===== config.mk =====
export PLATFORM = sky130hd
export DESIGN_NAME = tcpwm_top
export DESIGN_NICKNAME = d
export VERILOG_FILES = /design/src/pkg/tcpwm_pkg.sv /design/src/rtl/tcpwm_top.sv /design/src/rtl/tcpwm_tick.sv
export VERILOG_INCLUDE_DIRS = /design/src /design/src/pkg
export SDC_FILE = /design/constraint.sdc
export NUM_CORES = 1
export LEC_CHECK = 0
export ABC_AREA = 1
export BUFFER_PORTS_ARGS = -buffer_cell sky130_fd_sc_hd__buf_2
export CORE_MARGIN = 5
export CORE_UTILIZATION = 41
export CTS_CLUSTER_DIAMETER = 150
export DETAILED_ROUTE_END_ITERATION = 8
export PLACE_DENSITY = 0.6
export SETUP_SLACK_MARGIN = 0.05
export SLEW_MARGIN = 10
export SYNTH_ARGS = -nofsm -noshare
export SYNTH_HDL_FRONTEND = slang
export SYNTH_SLANG_ARGS = --single-unit

===== constraint.sdc =====
create_clock -name clk_sys_in -period 2.1 [get_ports clk_sys_in]
set_input_delay 0.105 -clock clk_sys_in [delete_from_list [all_inputs] [get_ports clk_sys_in]]
set_output_delay 0.105 -clock clk_sys_in [all_outputs]
set_load 0.05 [all_outputs]

===== src/pkg/tcpwm_defines.svh =====
// Purpose: Register offsets, field positions, reset values and counts.
// Assumes: Included by its bare name.
// Notes: Word offsets on the plain register port.
`ifndef TCPWM_DEFINES_SVH
`define TCPWM_DEFINES_SVH
`define TCPWM_OFF_CTRL 4'h0
`define TCPWM_OFF_PERIOD 4'h1
`define TCPWM_OFF_DUTY_B 4'h2
`define TCPWM_OFF_DUTY_C 4'h3
`define TCPWM_OFF_DUTY_D 4'h4
`define TCPWM_OFF_COUNTER 4'h5
`define TCPWM_OFF_STATUS 4'h6
`define TCPWM_OFF_MASK 4'h7
`define TCPWM_OFF_OUTCFG 4'h8
`define TCPWM_OFF_CUTOFF 4'h9
`define TCPWM_CTRL_RUN 0
`define TCPWM_CTRL_CLR 1
`define TCPWM_CTRL_SRC_LO 2
`define TCPWM_CTRL_SRC_HI 3
`define TCPWM_CTRL_ADTRG 4
`define TCPWM_ST_PERIOD 0
`define TCPWM_ST_CUTOFF 1
`define TCPWM_CTRL_RST 16'h0002
`define TCPWM_PERIOD_RST 16'hFFFF
`define TCPWM_DUTY_RST 16'hFFFF
`define TCPWM_OUTCFG_RST 16'h0007
`define TCPWM_DIV_SRC1 8'h01
`define TCPWM_DIV_SRC2 8'h02
`define TCPWM_DIV_SRC3 8'h08
`define TCPWM_DIV_SRC4 8'h20
`endif


===== src/pkg/tcpwm_pkg.sv =====
// Purpose: Types for the three channel PWM timer.
// Assumes: Counter width of 16 bits.
// Notes: Count source select and register bus carrier.
package tcpwm_pkg;
  typedef enum logic [1:0] {
    tcpwm_src_div1,
    tcpwm_src_div2,
    tcpwm_src_div8,
    tcpwm_src_div32
  } tcpwm_src_t;
  typedef struct packed {
    logic [3:0] addr;
    logic [15:0] wdata;
    logic wr;
    logic rd;
  } tcpwm_bus_t;
endpackage


===== src/rtl/tcpwm_top.sv =====
// Purpose: Three channel PWM timer with period and duty compares.
// Assumes: Registers on a plain strobe port; read data one cycle later.
// Notes: With the clear bit set, a duty value above the period never matches, so pin stays off after the first period match.
`timescale 1ns/100ps
`include "tcpwm_defines.svh"
module tcpwm_top #(
  parameter int CNT_W = 16
) (
  input wire logic clk_sys_in,
  input wire logic sys_rst_in,
  input wire tcpwm_pkg::tcpwm_bus_t bus_in,
  input wire logic cutoff_in,
  output logic [15:0] rdata_out,
  output logic pwm_out_b,
  output logic pwm_out_c,
  output logic pwm_out_d,
  output logic irq_out,
  output logic adc_trig_out
);
  import tcpwm_pkg::*;
  logic [15:0] ctrl, next_ctrl;
  logic [CNT_W-1:0] period_compare_reg, next_period;
  logic [CNT_W-1:0] duty_reg [3], next_duty [3];
  logic [CNT_W-1:0] pwm_counter, next_counter;
  logic [1:0] status, next_status;
  logic [1:0] mask, next_mask;
  logic [5:0] outcfg, next_outcfg;
  logic cutoff_en, next_cutoff_en;
  logic [2:0] level, next_level;
  logic [2:0] pins;
  logic [15:0] next_rdata;
  logic next_trig, trig;
  logic cut_s1, cut_s2;
  logic tick, per_match, wr, run;
  logic [2:0] duty_match;
  logic [2:0] pin_q;
  logic [2:0] next_pin_q;
  logic next_cut_s1, next_cut_s2, next_irq;
  assign wr = bus_in.wr;
  assign run = ctrl[`TCPWM_CTRL_RUN];
  tcpwm_tick u_tick (
    .clk_sys_in(clk_sys_in),
    .sys_rst_in(sys_rst_in),
    .run_in(run),
    .src_in(tcpwm_src_t'(ctrl[`TCPWM_CTRL_SRC_HI:`TCPWM_CTRL_SRC_LO])),
    .tick_out(tick)
  );
  // All four compares look at the same counter value in one tick.
  assign per_match = tick && (pwm_counter == period_compare_reg);
  genvar gi;
  generate
    for (gi = 0; gi < 3; gi++) begin : g_ch
      assign duty_match[gi] = tick && (pwm_counter == duty_reg[gi]);
      // Active level bit gi, initial level bit gi+3 (0 means inactive).
      assign pins[gi] = (cutoff_en && cut_s2) ? ~outcfg[gi] :
        (level[gi] ? outcfg[gi] : ~outcfg[gi]);
    end
  endgenerate
  always_comb begin
    next_ctrl = ctrl;
    next_period = period_compare_reg;
    next_duty = duty_reg;
    next_mask = mask;
    next_outcfg = outcfg;
    next_cutoff_en = cutoff_en;
    next_counter = pwm_counter;
    next_level = level;
    next_status = status;
    next_rdata = 16'h0000;
    if (wr) begin
      case (bus_in.addr)
        `TCPWM_OFF_CTRL: next_ctrl = {11'h000, bus_in.wdata[4:0]};
        `TCPWM_OFF_PERIOD: next_period = bus_in.wdata;
        `TCPWM_OFF_DUTY_B: next_duty[0] = bus_in.wdata;
        `TCPWM_OFF_DUTY_C: next_duty[1] = bus_in.wdata;
        `TCPWM_OFF_DUTY_D: next_duty[2] = bus_in.wdata;
        `TCPWM_OFF_MASK: next_mask = bus_in.wdata[1:0];
        `TCPWM_OFF_OUTCFG: next_outcfg = bus_in.wdata[5:0];
        `TCPWM_OFF_CUTOFF: next_cutoff_en = bus_in.wdata[0];
        `TCPWM_OFF_STATUS: next_status = status & ~bus_in.wdata[1:0];
        default: next_ctrl = ctrl;
      endcase
    end
    if (!run) begin
      // Stopped timer shows the initial levels again.
      next_level = outcfg[5:3];
    end else if (per_match) begin
      next_level = 3'b000;
    end else begin
      for (int i = 0; i < 3; i++) begin
        if (duty_match[i]) begin
          next_level[i] = 1'b1;
        end
      end
    end
    if (wr && bus_in.addr == `TCPWM_OFF_COUNTER) begin
      next_counter = bus_in.wdata;
    end else if (per_match && ctrl[`TCPWM_CTRL_CLR]) begin
      next_counter = 16'h0000;
    end else if (tick) begin
      next_counter = pwm_counter + 16'h0001;
    end
    // Set wins over a clear written in the same cycle.
    if (per_match) begin
      next_status[`TCPWM_ST_PERIOD] = 1'b1;
    end
    if (cutoff_en && cut_s2) begin
      next_status[`TCPWM_ST_CUTOFF] = 1'b1;
    end
    next_trig = per_match && ctrl[`TCPWM_CTRL_ADTRG];
    // The cutoff pin is asynchronous, so only the second flop is read.
    next_cut_s1 = cutoff_in;
    next_cut_s2 = cut_s1;
    // Registered pins keep compare decode glitches away from the loads.
    next_pin_q = pins;
    next_irq = |(next_status & next_mask);
    if (bus_in.rd) begin
      case (bus_in.addr)
        `TCPWM_OFF_CTRL: next_rdata = ctrl;
        `TCPWM_OFF_PERIOD: next_rdata = period_compare_reg;
        `TCPWM_OFF_DUTY_B: next_rdata = duty_reg[0];
        `TCPWM_OFF_DUTY_C: next_rdata = duty_reg[1];
        `TCPWM_OFF_DUTY_D: next_rdata = duty_reg[2];
        `TCPWM_OFF_COUNTER: next_rdata = pwm_counter;
        `TCPWM_OFF_STATUS: next_rdata = {14'h0000, status};
        `TCPWM_OFF_MASK: next_rdata = {14'h0000, mask};
        `TCPWM_OFF_OUTCFG: next_rdata = {10'h000, outcfg};
        `TCPWM_OFF_CUTOFF: next_rdata = {15'h0000, cutoff_en};
        default: next_rdata = 16'h0000;
      endcase
    end
  end
  always_ff @(posedge clk_sys_in) begin
    if (sys_rst_in) begin
      ctrl <= `TCPWM_CTRL_RST;
      period_compare_reg <= `TCPWM_PERIOD_RST;
      duty_reg <= '{`TCPWM_DUTY_RST, `TCPWM_DUTY_RST, `TCPWM_DUTY_RST};
      pwm_counter <= 16'h0000;
      status <= 2'h0;
      mask <= 2'h0;
      outcfg <= 6'(`TCPWM_OUTCFG_RST);
      cutoff_en <= 1'b0;
      level <= 3'h0;
      rdata_out <= 16'h0000;
      trig <= 1'b0;
      cut_s1 <= 1'b0;
      cut_s2 <= 1'b0;
      pin_q <= 3'h0;
      irq_out <= 1'b0;
    end else begin
      ctrl <= next_ctrl;
      period_compare_reg <= next_period;
      duty_reg <= next_duty;
      pwm_counter <= next_counter;
      status <= next_status;
      mask <= next_mask;
      outcfg <= next_outcfg;
      cutoff_en <= next_cutoff_en;
      level <= next_level;
      rdata_out <= next_rdata;
      trig <= next_trig;
      cut_s1 <= next_cut_s1;
      cut_s2 <= next_cut_s2;
      pin_q <= next_pin_q;
      irq_out <= next_irq;
    end
  end
  assign pwm_out_b = pin_q[0];
  assign pwm_out_c = pin_q[1];
  assign pwm_out_d = pin_q[2];
  assign adc_trig_out = trig;
  // Assertions.
  property p_period_clear;
    @(posedge clk_sys_in) disable iff (sys_rst_in)
    (per_match && ctrl[`TCPWM_CTRL_CLR] && !wr) |=>
      pwm_counter == 16'h0000;
  endproperty
  a_period_clear: assert property (p_period_clear)
    else $error("no clear");
  property p_pins_off;
    @(posedge clk_sys_in) disable iff (sys_rst_in)
    (per_match && run && !cutoff_en) |=> ##1 (pin_q == ~outcfg[2:0]);
  endproperty
  a_pins_off: assert property (p_pins_off) else $error("pins not off");
  property p_duty_on;
    @(posedge clk_sys_in) disable iff (sys_rst_in)
    (duty_match[0] && !per_match && run && !cutoff_en && !wr) |=> ##1
      (pwm_out_b == outcfg[0]);
  endproperty
  a_duty_on: assert property (p_duty_on) else $error("duty not on");
  property p_irq;
    @(posedge clk_sys_in) disable iff (sys_rst_in)
    (per_match && mask[0] && !wr) |=> irq_out;
  endproperty
  a_irq: assert property (p_irq) else $error("irq missing");
  property p_step;
    @(posedge clk_sys_in) disable iff (sys_rst_in)
    (tick && !per_match && !wr) |=>
      pwm_counter == $past(pwm_counter) + 16'h0001;
  endproperty
  a_step: assert property (p_step) else $error("bad step");
  property p_div1;
    @(posedge clk_sys_in) disable iff (sys_rst_in)
    (run && ctrl[3:2] == 2'b00 && $past(run)) |-> tick;
  endproperty
  a_div1: assert property (p_div1) else $error("no tick");
  property p_cut;
    @(posedge clk_sys_in) disable iff (sys_rst_in)
    (!cutoff_en && !$past(cutoff_en) && $past(level[0]) && $stable(outcfg))
      |-> pwm_out_b == outcfg[0];
  endproperty
  a_cut: assert property (p_cut) else $error("cutoff leak");
  property p_trig;
    @(posedge clk_sys_in) disable iff (sys_rst_in)
    adc_trig_out |-> $past(per_match) && $past(ctrl[`TCPWM_CTRL_ADTRG]);
  endproperty
  a_trig: assert property (p_trig) else $error("bad trigger");
  property p_init;
    @(posedge clk_sys_in) disable iff (sys_rst_in)
    (!run && !cutoff_en) |=> level == $past(outcfg[5:3]);
  endproperty
  a_init: assert property (p_init) else $error("bad init");
  property p_per;
    @(posedge clk_sys_in) disable iff (sys_rst_in)
    (run && ctrl[`TCPWM_CTRL_CLR] && !wr &&
      pwm_counter <= period_compare_reg) |=> pwm_counter <= period_compare_reg;
  endproperty
  a_per: assert property (p_per) else $error("bad period");
  property p_duty;
    @(posedge clk_sys_in) disable iff (sys_rst_in)
    (run && !per_match && !duty_match[1]) |=> level[1] == $past(level[1]);
  endproperty
  a_duty: assert property (p_duty) else $error("bad duty");
  property p_trig_off;
    @(posedge clk_sys_in) disable iff (sys_rst_in)
    !ctrl[`TCPWM_CTRL_ADTRG] |=> !adc_trig_out;
  endproperty
  a_trig_off: assert property (p_trig_off) else $error("trig leak");
  property p_cut_force;
    @(posedge clk_sys_in) disable iff (sys_rst_in)
    (cutoff_en && cut_s2 && !wr) |=> pin_q == ~outcfg[2:0];
  endproperty
  a_cut_force: assert property (p_cut_force) else $error("not cut");
  c_period: cover property (@(posedge clk_sys_in) per_match);
  c_duty: cover property (@(posedge clk_sys_in)
    duty_match[2] ##[1:40] per_match);
  c_wrap: cover property (@(posedge clk_sys_in)
    per_match && !ctrl[`TCPWM_CTRL_CLR]);
  c_cutoff: cover property (@(posedge clk_sys_in) cutoff_en && cut_s2);
  c_irq: cover property (@(posedge clk_sys_in) $rose(irq_out));
endmodule


===== src/rtl/tcpwm_tick.sv =====
// Purpose: Count source tick generator.
// Assumes: One clock; output is a one cycle enable.
// Notes: Divide by one gives a tick on every clock.
`timescale 1ns/100ps
`include "tcpwm_defines.svh"
module tcpwm_tick (
  input wire logic clk_sys_in,
  input wire logic sys_rst_in,
  input wire logic run_in,
  input wire tcpwm_pkg::tcpwm_src_t src_in,
  output logic tick_out
);
  import tcpwm_pkg::*;
  logic [7:0] div_cnt;
  logic [7:0] next_div_cnt;
  logic [7:0] limit;
  always_comb begin
    case (src_in)
      tcpwm_src_div1: limit = `TCPWM_DIV_SRC1;
      tcpwm_src_div2: limit = `TCPWM_DIV_SRC2;
      tcpwm_src_div8: limit = `TCPWM_DIV_SRC3;
      tcpwm_src_div32: limit = `TCPWM_DIV_SRC4;
      default: limit = `TCPWM_DIV_SRC1;
    endcase
    next_div_cnt = div_cnt;
    tick_out = 1'b0;
    if (run_in) begin
      if (div_cnt >= limit - 8'h01) begin
        next_div_cnt = 8'h00;
        tick_out = 1'b1;
      end else begin
        next_div_cnt = div_cnt + 8'h01;
      end
    end else begin
      next_div_cnt = 8'h00;
    end
  end
  always_ff @(posedge clk_sys_in) begin
    if (sys_rst_in) begin
      div_cnt <= 8'h00;
    end else begin
      div_cnt <= next_div_cnt;
    end
  end
endmodule


-- Word-level counts from Yosys, hierarchy flattened
Cells that the tools add are included.
- flip-flop bits (word level): 130
- input bits: 25
- output and inout bits: 21
- logic and storage cells: 96
- $add $sub $neg: 3
- order comparisons: 1
- eq/ne operators: 19
- multiplexer cells: 24
- bitwise operators: 8
- reductions and logical operators: 21
- operators with widths (kind ; number):
    one-hot mux 16 bit (10 select lines) ; 1
    == test 16 bit ; 4
    two-way mux 16 bit ; 3
    one-hot mux 8 bit (4 select lines) ; 1
    adder 16 x 1 -> 16 bit, second input constant ; 1
    == test 4 x 3 -> 1 bit, second input constant ; 4
    AND reduction 2 bit ; 7
    two-way mux 1 bit ; 13
    != test 3 x 1 -> 1 bit, second input constant ; 3
    adder 8 x 1 -> 8 bit, second input constant ; 1
    == test 4 x 2 -> 1 bit, second input constant ; 2
    == test 4 bit, second input constant ; 2
    >= comparator 8 bit ; 1
    logical AND 1 bit ; 8
    two-way mux 2 bit ; 4
    subtractor 8 x 1 -> 8 bit, second input constant ; 1
    two-way mux 3 bit ; 2
    inverter 1 bit ; 5
    AND 2 bit ; 2
    == test 2 bit, second input constant ; 2
    == test 4 x 1 -> 1 bit, second input constant ; 1
    logical NOT 4 bit ; 1
    OR reduction 2 bit ; 2
    nonzero test 3 bit ; 1
    4 further kinds ; 4

-- Depth between registers and ports, before layout
Gate-level depths: netlist (run 1).
- word-level depth: 10
- mapped depth: 15
- mapped depth without buffers: 15

-- Modules after synthesis
A second synthesis (run 1) with hierarchy kept.
- cell total of the unflattened synthesis: 999
- area, all modules: 6914.1 um^2
- by module, submodules not included (module ; instances ; cells an instance ; area an instance (um^2) ; seq. area each (um^2)):
    tcpwm_top ; 1 ; 934 ; 6403.6 ; 2442.3
    tcpwm_tick ; 1 ; 65 ; 510.5 ; 160.2

-- Worst setup path before layout (run 1)
OpenSTA, ideal clock, no wires.
- kind: register -> register
- from: reg ctrl[3]
- to: reg pwm_counter[6]
- setup time: 0.118 ns
- arrival time: 1.644 ns
- required time: 1.982 ns
- setup slack: 0.338 ns
- stages on the path, launching flop included: 13
- path buffers: 1
- period minus slack after synthesis: 1.762 ns
- cells stage by stage: dfxtp_1 > nand2_1 > ha_1 > nand2_1 > nor2_1 > nor2_1 > nand2_1 > nand2_1 > a21oi_4 > nand3_4 > buf_6 > nand3_1 > a21oi_1
- cells in the longest elaborated chain, start to end: 10
- elaborated cells on any way between the ends: 14
- those cells by class: add/sub: 1; order compare: 1; eq/ne: 3; mux: 5; reduce/logical: 4
- ends and longest elaborated chain (what ; RTL line ; source):
    start: declaration ; tcpwm_top.sv:21 ; logic [15:0] ctrl, next_ctrl;
    start signal: assignment ; tcpwm_top.sv:135 ; ctrl <= `TCPWM_CTRL_RST;
    start signal: assignment ; tcpwm_top.sv:151 ; ctrl <= next_ctrl;
    == test 2 bit (tied with other cells) ; tcpwm_tick.sv:18 ; case (src_in)
    one-hot mux 8 bit (4 select lines) (*) ; tcpwm_tick.sv:18 ;
    subtractor 8 x 1 -> 8 bit (*) ; tcpwm_tick.sv:28 ; if (div_cnt >= limit - 8'h01) begin
    >= comparator 8 bit (*) ; tcpwm_tick.sv:28 ;
    two-way mux 1 bit (*) ; tcpwm_tick.sv:28 ;
    two-way mux 1 bit (*) ; tcpwm_tick.sv:27 ; if (run_in) begin
    logical AND 1 bit ; tcpwm_top.sv:49 ; assign per_match = tick && (pwm_counter == period_compare_reg);
    logical AND 1 bit ; tcpwm_top.sv:98 ; end else if (per_match && ctrl[`TCPWM_CTRL_CLR]) begin
    two-way mux 16 bit ; tcpwm_top.sv:98 ;
    two-way mux 16 bit ; tcpwm_top.sv:96 ; if (wr && bus_in.addr == `TCPWM_OFF_COUNTER) begin
    end signal: assignment ; tcpwm_top.sv:154 ; pwm_counter <= next_counter;
    end: declaration ; tcpwm_top.sv:24 ; logic [CNT_W-1:0] pwm_counter, next_counter;
Every way passes the cells marked *; elsewhere a longest branch is shown, timed or not. The select of a mux whose other input is x is not followed.
A chain may end at the register's enable or synchronous reset.

-- Worst setup path after layout (run 1)
- from: reg pwm_counter[7]
- to: reg pwm_counter[4]
- cells in the longest elaborated chain, start to end: 5
- elaborated cells on any way between the ends: 6
- those cells by class: eq/ne: 1; mux: 2; reduce/logical: 3
- ends and longest elaborated chain (what ; RTL line):
    == test 16 bit (*) ; tcpwm_top.sv:49
    logical AND 1 bit (*) ; tcpwm_top.sv:49
    logical AND 1 bit (*) ; tcpwm_top.sv:98
    two-way mux 16 bit ; tcpwm_top.sv:98
    two-way mux 16 bit ; tcpwm_top.sv:96
Every way passes the cells marked *; elsewhere a longest branch is shown, timed or not.

==> results of run 1 <==
-- worst paths after layout --
path | start | to | slack, ns
setup / recovery | pwm_counter[7] | pwm_counter[4] | 0.07
hold / removal | bus_in[2] | pwm_counter[0] | 0.01
setup reg to reg | pwm_counter[7] | pwm_counter[4] | 0.07
hold reg to reg | cut_s1 | cut_s2 | 0.41
-- power groups by stage --
stage / Combinational, mW / Sequential, mW / Clock, mW
2_1_floorplan: 0.329 / 2.65 / 0
5_1_grt: 0.622 / 2.58 / 3.18
4_1_cts: 0.555 / 2.57 / 3.06
3_5_place_dp: 0.530 / 2.63 / 0
3_3_place_gp: 0.531 / 2.63 / 0
6_report: 0.569 / 2.57 / 3.04
-- cell type report --
class / count / area, um2 / area share
clock inverters: 14 / 165 / 0.0198
multi-input cells: 641 / 3640 / 0.438
repair buffers: 99 / 697 / 0.0837
inverters: 134 / 505 / 0.0607
well taps: 220 / 275 / 0.0331
clock buffers: 18 / 429 / 0.0516
flip-flops and latches: 130 / 2610 / 0.313
-- critical path: stages, from the launching register on --
cell,delay (ns)
dfxtp_1,0.41
inv_2,0.16
nand2_1,0.07
nand2_1,0.08
nand2_1,0.06
nor2_1,0.21
nand2_1,0.10
nor2_2,0.29
nand3_2,0.32
nand3_1,0.16
a21oi_1,0.07
-- timing repair --
action | 4_1_cts | 5_1_grt
hold buffers | 15 | 0
endpoints found under the hold margin | 43 | 0
gates resized for setup | 0 | 26
setup endpoints to repair | 0 | 22
buffers inserted | 0 | 4
-- synthesized netlist by cell type (10+ instances only) --
master	count	share of area
a21oi_1	49	0.035
buf_2	18	0.013
clkbuf_1	14	0.0076
dfxtp_1	130	0.38
inv_1	120	0.065
inv_2	14	0.0076
mux2i_1	11	0.016
nand2_1	234	0.13
nand3_1	31	0.022
nand4_1	13	0.012
nor2_1	65	0.035
nor3_1	14	0.010
o211ai_1	44	0.048
o21ai_0	32	0.023
o21ai_1	10	0.0072
o22ai_1	27	0.024
xnor2_1	33	0.042
xor2_1	14	0.018
-- cells by family (layout without fill, tap and decap cells) --
family / Yosys count / in the layout / share of synthesized area
muxes: 11 / 11 / 0.0159
xor gates and xnor gates: 47 / 47 / 0.0594
buffers and inverters: 182 / 265 / 0.115
and+or+nand+nor: 384 / 385 / 0.248
adders and majority gates: 8 / 8 / 0.0144
other: 2 / 2 / 0.00108
DFF: 130 / 130 / 0.376
AOI/OAI and AO/OA: 188 / 188 / 0.170
-- layer usage --
| layer | part of all wire | GRT usage | wire length [um] |
|---|---|---|---|
| met4 | 0.022 | 0.0704 | 473 |
| met1 | 0.45 | 0.294 | 9730 |
| met2 | 0.46 | 0.355 | 10000 |
| met3 | 0.062 | 0.0457 | 1340 |
| met5 | 0 | 0 | 0 |
-- per-stage QoR --
| stage | setup WS [ns] | power, mW | hold slack, ns | util |
|---|---|---|---|---|
| floorplan | 0.338 | 2.98 | 0.212 | - |
| global placement | 0.229 | 3.16 | 0.318 | 0.448 |
| detailed placement | 0.212 | 3.16 | 0.322 | 0.448 |
| CTS | 0.168 | 6.19 | 0.00397 | 0.493 |
| global route | 0.0115 | 6.38 | 0.00938 | 0.502 |
| finish | 0.0742 | 6.18 | 0.0142 | 0.502 |
==> impl_metrics.py, run 1 <==
metrics = {
    "power": {
        "p_sw_mw": 1.60,
        "p_leak_nw": 3.85,
        "comb_power_share": 0.092,
        "p_int_mw": 4.58,
        "peakVddDrop_mv": 0.540,
        "power_density_nw_per_um2": 742,
        "p_sw_frac": 0.258,
        "pwr-share-seq": 0.417,
        "p_clk_frac": 0.491,
    },
    "layout": {
        "drive_above_1_share": 0.174,
        "syn_to_final_growth_pct": 20.1,
        "diodes": 0,
        "fillerInstances": 1640,
        "fin_cells": 1256,
        "fin_area_um2": 8320,
        "fin_nets": 1056,
        "layout_commonest_cell": "nand2_1",
        "largest_reg_flops": 48,
        "layout_common_cells": "nand2_1 (229), dfxtp_1 (128), inv_1 (117)",
    },
    "critical_path": {
        "cp.required_ns": 2.41,
        "arrival_ns": 2.34,
        "critPathLaunchType": "flop",
        "cp_max_fo": 8,
        "crit_type": "reg -> reg",
        "worstRegToRegCells": 10,
        "critPathCaptureType": "flop",
    },
    "grt": {
        "globalRouteOverflowTotal": 0,
        "grt_usage": 0.219,
        "antenna_found_initial": 0,
        "grt_pass1_vias": 6357,
        "grt_max_degree": 54,
        "grt_pass1_wl_um": 34300,
    },
    "placed_design": {
        "place_area_um2": 7430,
        "portBuffers": 45,
        "dpl.hpwl_um": 14900,
        "dp.cells": 1204,
        "place_congestion": 0.902,
    },
    "synth": {
        "synthDistinctLibCells": 42,
        "synth-seq-area-share": 0.376,
        "async_flop_share": 0,
        "synth_edf_count": 0,
        "synth-main-ff-cell": "dfxtp_1",
        "netlist_instances": 952,
        "synth_warnings": 0,
        "syn_area_per_cell_um2": 7.28,
        "syn_nets": 985,
        "synth_seq_cells": 130,
        "syn_area_um2": 6930,
    },
    "routing": {
        "routedWlPerCell_um": 17.2,
        "routed_wirelength_um": 21600,
        "vias": 6549,
        "route.antenna.remaining_nets": 0,
        "drc": 0,
        "drt_first_pass_iters": 5,
        "first_iter_violations": 567,
        "vias_per_cell": 5.21,
    },
    "timing": {
        "tns_ns": 0,
        "min_period_over_period": 0.965,
        "rsz0062_at_grt": "yes",
        "relSlewSlack": 0.593,
        "worstMarginPinSlew_ns": 0.610,
        "finalCriticalPeriod_ns": 2.03,
        "setup-violations-final": 0,
        "finalHoldViolations": 0,
        "fmax_ghz": 0.494,
        "drv_slew": 0,
        "finalClockSkew_ns": 0.0123,
    },
    "cts": {
        "cts_inserted_buffers": 17,
        "clk_pin_slew_ns": 0.06,
        "root_buffer": "clkbuf_16",
        "insertion_delay_ns": 0.43,
        "cts_buffer_depth": 2,
        "htree_levels": 4,
        "cts_tree": "done",
        "clock_sinks": 130,
    },
    "flow_run": {
        "drv_cap": 0,
    },
    "floorplan": {
        "io_pins": 46,
        "core_area_um2": 16600,
        "fp.dieH_um": 140,
        "rows": 47,
        "start_util": 0.418,
        "die-area_um2": 19600,
        "die_w_um": 140,
    },
    "hold_path": {
        "hold_depth": 3,
        "min_path_type": "in -> reg",
    },
    "status": {
        "status": "finished, final reports clean",
    },
}
No activity file was read; power rests on OpenSTA's default activity.
==> run 2, diff against run 1 <==
--- a/config.mk
+++ b/config.mk
@@ -7,12 +7,12 @@
 export NUM_CORES = 1
 export LEC_CHECK = 0
 export ABC_AREA = 1
-export BUFFER_PORTS_ARGS = -buffer_cell sky130_fd_sc_hd__buf_2
 export CORE_MARGIN = 5
 export CORE_UTILIZATION = 41
 export CTS_CLUSTER_DIAMETER = 150
 export DETAILED_ROUTE_END_ITERATION = 8
-export PLACE_DENSITY = 0.6
+export DONT_BUFFER_PORTS = 1
+export PLACE_DENSITY = 0.57
 export SETUP_SLACK_MARGIN = 0.05
 export SLEW_MARGIN = 10
 export SYNTH_ARGS = -nofsm -noshare
==> run 2 against run 1 <==
  * Hold slack better by 0.020 ns
  * Largest cell class unchanged
  * Core utilization decreased by 1.3 points
  * Combinational power down 12%
  * Sequential share of layout area rose by 0.85 points
  * Flip-flop and latch count unchanged
  * Global-route usage up 0.45 points
  * Worst setup slack improved by 0.014 ns
  * Critical path depth up 3
  * Critical path type unchanged
  * Clock power fell by 8.6%
  * First-iteration DRC count is 4.4% higher
  * Via count shrank 1.5%
==> impl_metrics.py, run 2 (synthesis results as in run 1) <==
metrics = {
    "power": {
        "p_leak_nw": 3.67,
        "peakVddDrop_mv": 0.649,
        "p_clk_frac": 0.471,
        "p_sw_mw": 1.49,
        "p_sw_frac": 0.252,
        "pwr-share-seq": 0.444,
        "power_density_nw_per_um2": 728,
        "comb_power_share": 0.085,
        "p_int_mw": 4.42,
    },
    "layout": {
        "diodes": 0,
        "layout_commonest_cell": "nand2_1",
        "fin_area_um2": 8110,
        "layout_common_cells": "nand2_1 (231), dfxtp_1 (127), inv_1 (117)",
        "largest_reg_flops": 48,
        "fin_cells": 1216,
        "fin_nets": 1017,
        "drive_above_1_share": 0.126,
        "fillerInstances": 1710,
        "syn_to_final_growth_pct": 17.0,
    },
    "critical_path": {
        "crit_type": "reg -> reg",
        "critPathLaunchType": "flop",
        "cp_max_fo": 8,
        "cp.required_ns": 2.41,
        "critPathCaptureType": "flop",
        "arrival_ns": 2.32,
    },
    "timing": {
        "drv_slew": 0,
        "fmax_ghz": 0.497,
        "finalHoldViolations": 0,
        "min_period_over_period": 0.958,
        "whs_ns": 0.0342,
        "setup-violations-final": 0,
        "relSlewSlack": 0.575,
        "worstMarginPinSlew_ns": 0.636,
        "finalCriticalPeriod_ns": 2.01,
        "tns_ns": 0,
        "rsz0062_at_grt": "yes",
        "finalClockSkew_ns": 0.00871,
    },
    "cts": {
        "clk_pin_slew_ns": 0.06,
        "insertion_delay_ns": 0.43,
        "root_buffer": "clkbuf_16",
        "htree_levels": 4,
        "cts_inserted_buffers": 17,
        "cts_tree": "done",
        "cts_buffer_depth": 2,
        "clock_sinks": 130,
    },
    "grt": {
        "grt_pass1_wl_um": 34500,
        "grt_usage": 0.224,
        "grt_max_degree": 66,
        "grt_pass1_vias": 6135,
        "antenna_found_initial": 0,
        "globalRouteOverflowTotal": 0,
    },
    "floorplan": {
        "rows": 47,
        "start_util": 0.418,
        "die_w_um": 140,
        "die-area_um2": 19600,
        "core_area_um2": 16600,
        "fp.dieH_um": 140,
        "io_pins": 46,
    },
    "routing": {
        "vias": 6451,
        "first_iter_violations": 592,
        "drt_first_pass_iters": 5,
        "drc": 0,
        "route.antenna.remaining_nets": 0,
        "vias_per_cell": 5.31,
        "routed_wirelength_um": 21800,
        "routedWlPerCell_um": 17.9,
    },
    "hold_path": {
        "min_path_type": "in -> reg",
    },
    "placed_design": {
        "dp.cells": 1157,
        "place_area_um2": 7190,
        "dpl.hpwl_um": 15100,
        "portBuffers": 0,
        "place_congestion": 0.924,
    },
    "status": {
        "status": "finished, final reports clean",
    },
    "flow_run": {
        "drv_cap": 0,
    },
}
-- run 2: final cells by class --
cell class | count | area [um2] | share of cell area
timing repair buffer | 60 | 549 | 0.0677
multi-input combinational | 641 | 3630 | 0.448
inverter | 134 | 505 | 0.0623
clock buffer | 25 | 485 | 0.0599
sequential | 130 | 2610 | 0.322
tap | 220 | 275 | 0.0339
clock inverter | 6 | 55.1 | 0.00679
-- run 2: path summary, 6_finish.rpt --
path / start / end / slack, ns / depth (start not counted)
hold / removal: bus_in[21] / cutoff_en / 0.03 / 4
setup / recovery: ctrl[3] / pwm_counter[7] / 0.09 / 13
setup reg to reg: ctrl[3] / pwm_counter[7] / 0.09 / 13
hold reg to reg: cut_s1 / cut_s2 / 0.41 / 2
-- run 2: critical path: stages (launching register included) --
cell and delay, ns:
dfxtp_4 0.37, inv_4 0.07, nand2_4 0.05, ha_4 0.24, nand2_1 0.04, nor2_1 0.09, nor2_1 0.04, nand2_1 0.07
nand2_2 0.09, a21oi_4 0.28, buf_6 0.16, nand3_4 0.17, nand3_2 0.14, a21oi_2 0.06
-- run 2: per-stage QoR --
stage | worst slack [ns] | total power [mW] | utilization
after floorplan | 0.338 | 2.98 | -
after global placement | 0.131 | 3.09 | 0.433
after detailed placement | 0.0806 | 3.09 | 0.433
after CTS | 0.0741 | 5.93 | 0.481
after global routing | 0.0194 | 6.13 | 0.489
final | 0.0881 | 5.90 | 0.489
-- run 2: metal layers --
| layer | routed length, um | GRT usage | vias up |
|---|---|---|---|
| met4 | 545 | 0.0806 | 0 |
| met5 | 0 | 0 | - |
| met3 | 1380 | 0.0511 | 33 |
| met1 | 9990 | 0.305 | 3015 |
| li1 | - | - | 3188 |
| met2 | 9910 | 0.349 | 215 |
-- run 2: what timing repair did --
item                       4_1_cts  5_1_grt
hold endpoints to repair        92        0
gates resized for setup          0       24
buffers inserted                 0        3
setup endpoints to repair        0       17
hold buffers                    24        0
-- run 2: power groups by stage --
stage	registers, mW	clock network (mW)	logic (mW)
2_1_floorplan	2.65	0	0.329
4_1_cts	2.62	2.82	0.490
5_1_grt	2.63	2.95	0.551
6_report	2.62	2.78	0.503
3_5_place_dp	2.67	0	0.414
3_3_place_gp	2.67	0	0.415
==> run 3, diff against run 2 <==
--- a/config.mk
+++ b/config.mk
@@ -12,9 +12,11 @@
 export CTS_CLUSTER_DIAMETER = 150
 export DETAILED_ROUTE_END_ITERATION = 8
 export DONT_BUFFER_PORTS = 1
+export GPL_TIMING_DRIVEN = 0
 export PLACE_DENSITY = 0.57
 export SETUP_SLACK_MARGIN = 0.05
 export SLEW_MARGIN = 10
 export SYNTH_ARGS = -nofsm -noshare
 export SYNTH_HDL_FRONTEND = slang
+export SYNTH_HIERARCHICAL = 1
 export SYNTH_SLANG_ARGS = --single-unit
==> run 3 against run 2 <==
  * The flow now finishes with violations (negative setup slack)
  * Sequential share of layout area fell by 0.65 points
  * First-iteration DRC count increased by 33%
  * Non-clock buffer count grew 17
  * Area after synthesis down 0.22%
  * Sequential power about the same
  * Register-to-register slack worse by 0.46 ns
  * Clock skew is essentially flat
  * Largest cell class unchanged
==> impl_metrics.py, run 3 <==
metrics = {
    "power": {
        "peakVddDrop_mv": 0.587,
        "power_density_nw_per_um2": 750,
        "comb_power_share": 0.085,
        "pwr-share-seq": 0.422,
        "p_sw_mw": 1.59,
        "p_int_mw": 4.61,
        "p_clk_frac": 0.493,
        "p_leak_nw": 3.73,
        "finalPower_mw": 6.20,
        "p_sw_frac": 0.256,
    },
    "hold_path": {
        "worstHoldStart": "bus_in[2]",
        "min_path_type": "in -> reg",
    },
    "grt": {
        "grt_util_met2": 0.369,
        "met1_usage": 0.353,
        "busiest_layer": "met2",
        "grt_pass1_vias": 6486,
        "grt_pass1_wl_um": 37400,
        "antenna_found_initial": 0,
        "grt_usage": 0.244,
        "globalRouteOverflowTotal": 0,
        "grt_max_degree": 17,
        "grt_use_met3": 0.0470,
    },
    "layout": {
        "drive_above_1_share": 0.141,
        "layout_common_cells": "nand2_1 (230), dfxtp_1 (128), inv_1 (112)",
        "fin_cells": 1281,
        "diodes": 0,
        "fin_nets": 1082,
        "layout_commonest_cell": "nand2_1",
        "syn_to_final_growth_pct": 19.5,
        "largest_reg_flops": 48,
    },
    "synth": {
        "syn_area_um2": 6910,
        "netlist_instances": 999,
        "async_flop_share": 0,
        "synthTopCellsByCount": "nand2_1 (234), dfxtp_1 (130), inv_1 (114)",
        "yosys.area.top_type": "dfxtp_1",
        "synth-main-ff-cell": "dfxtp_1",
        "syn_area_per_cell_um2": 6.92,
        "synth_edf_count": 0,
        "synth_warnings": 6,
        "synthMostInstantiatedCell": "nand2_1",
        "syn_nets": 1032,
        "netlist.area_leader.share": 0.376,
        "synthDistinctLibCells": 42,
        "netlist_top_cells_area": "dfxtp_1 (38%), nand2_1 (13%), inv_1 (6.2%)",
        "synth_seq_cells": 130,
        "synth-seq-area-share": 0.376,
    },
    "placed_design": {
        "place_congestion": 0.915,
        "dp.cells": 1219,
        "dpl.hpwl_um": 18100,
        "post-place-ws_ns": -0.577,
        "portBuffers": 0,
    },
    "floorplan": {
        "die_w_um": 140,
        "io_pins": 46,
        "start_util": 0.417,
        "die-area_um2": 19600,
        "rows": 47,
        "core_area_um2": 16600,
        "fp.dieH_um": 140,
    },
    "timing": {
        "finalClockSkew_ns": 0.00904,
        "setup-violations-final": 21,
        "worstMarginPinSlew_ns": 0.802,
        "finalHoldViolations": 0,
        "relSlewSlack": 0.465,
        "tns_ns": -7.36,
        "rsz0062_at_grt": "yes",
        "fmax_ghz": 0.404,
        "finalCriticalPeriod_ns": 2.47,
        "min_period_over_period": 1.18,
        "whs_ns": 0.0111,
        "drv_slew": 0,
        "fin_ws_ns": -0.375,
    },
    "cts": {
        "cts_buffer_depth": 2,
        "insertion_delay_ns": 0.42,
        "htree_levels": 4,
        "clock_sinks": 130,
        "root_buffer": "clkbuf_16",
        "cts_inserted_buffers": 17,
        "clk_pin_slew_ns": 0.06,
        "cts_tree": "done",
    },
    "critical_path": {
        "arrival_ns": 2.79,
        "cp_cell_sequence": "or2_4 -> ha_4 -> nand2_2 -> nor2_2 -> nor2_1 -> nand2_1 -> nand2_2 -> a21oi_4 -> inv_4 -> a21oi_4 -> nand3_2 -> nor2_4 -> nand4_4 -> buf_8 -> a21oi_2 -> nor2_1",
        "cp_num_buf_inv": 2,
        "slowest_delay_ns": 0.32,
        "cp_slowest_cell": "dfxtp_2",
        "critPathLaunchType": "flop",
        "crit_type": "reg -> reg",
        "startpoint": "ctrl[2]",
        "cp_max_fo": 5,
        "cp.required_ns": 2.41,
        "r2r_start": "ctrl[2]",
        "critPathCaptureType": "flop",
        "crit_family": "simple AND/OR/NAND/NOR gates",
    },
    "routing": {
        "vias": 7007,
        "routedWlPerCell_um": 18.7,
        "routed_wirelength_um": 24000,
        "route.antenna.remaining_nets": 0,
        "vias_per_cell": 5.47,
        "drc": 0,
        "first_iter_violations": 788,
        "drt_first_pass_iters": 5,
    },
    "flow_run": {
        "drv_cap": 0,
    },
    "status": {
        "status": "finished with violations",
        "violations": "negative setup slack",
    },
}
[run 3: cell types whose count changed in the layout (fill, tap and decap cells not counted), moves of 9 or more]
cell / previous run / this run
a21oi_2: 3 / 14
buf_2: 0 / 19
buf_4: 33 / 12
clkbuf_1: 5 / 17
mux2i_1: 11 / 0
nand3_1: 23 / 34
nor2_1: 64 / 92
nor2_2: 5 / 14
o21ai_0: 32 / 62
xnor2_1: 33 / 17
[run 3: cell type report]
class | count | area [um2]
Clock buffer | 20 | 457
Sequential cell | 130 | 2610
Clock inverter | 11 | 136
Buffer | 46 | 241
Tap cell | 220 | 275
Inverter | 132 | 498
Multi-Input combinational cell | 691 | 3720
Fill cell | 1719 | 8320
Timing Repair Buffer | 31 | 330
[run 3: worst paths after layout]
check,end,slack (ns),depth (start not counted)
worst max-delay path,pwm_counter[2],-0.37,16
worst min-delay path,duty_reg[16],0.01,2
worst max register to register,pwm_counter[2],-0.37,16
worst min register to register,cut_s2,0.40,2
[run 3: power by group through the flow]
| stage | logic, mW | registers, mW | clock network (mW) |
|---|---|---|---|
| after floorplan | 0.313 | 2.65 | 0 |
| after global placement | 0.437 | 2.67 | 0 |
| after detailed placement | 0.437 | 2.67 | 0 |
| after CTS | 0.514 | 2.61 | 3.06 |
| after global routing | 0.577 | 2.62 | 3.19 |
| final | 0.529 | 2.61 | 3.06 |
[run 3: metal layers]
layer  wire (um)  part of all wire  up-vias
li1            -                 -     3381
met1       10700              0.44     3299
met2       10600              0.44      285
met3        2190             0.092       42
met4         534             0.022        0
met5           0                 0        -
[run 3: logic make-up (layout without fill, tap and decap cells)]
logic type	count (synthesis)	in the layout	share of synthesized area
AO/OA/AOI/OAI	225	225	0.200
XOR/XNOR	29	29	0.0367
adder cells (fa/ha/maj)	8	8	0.0145
buffers and inverters	178	240	0.106
flip-flops	130	130	0.376
other	2	2	0.00109
AND/OR/NAND/NOR	427	427	0.265
[run 3: worst reg2reg max path, stage by stage, from the launching register on]
cell and delay [ns]:
dfxtp_2 0.32, or2_4 0.25, ha_4 0.26, nand2_2 0.04, nor2_2 0.09, nor2_1 0.04, nand2_1 0.08, nand2_2 0.08
a21oi_4 0.21, inv_4 0.07, a21oi_4 0.12, nand3_2 0.10, nor2_4 0.12, nand4_4 0.19, buf_8 0.22, a21oi_2 0.13
nor2_1 0.05
[run 3: repair_timing]
item,4_1_cts,5_1_grt
endpoints found under the hold margin,91,0
setup endpoints to repair,21,21
setup buffers,5,1
gates cloned,1,0
resized for setup,22,12
hold buffers,24,0
pin swaps,11,9
[run 3: per-stage QoR]
stage / area [um2] / utilization
2_1_floorplan: 6950 / -
3_3_place_gp: 7220 / 0.435
3_5_place_dp: 7220 / 0.435
4_1_cts: 8210 / 0.495
5_1_grt: 8260 / 0.498
6_report: 8260 / 0.498
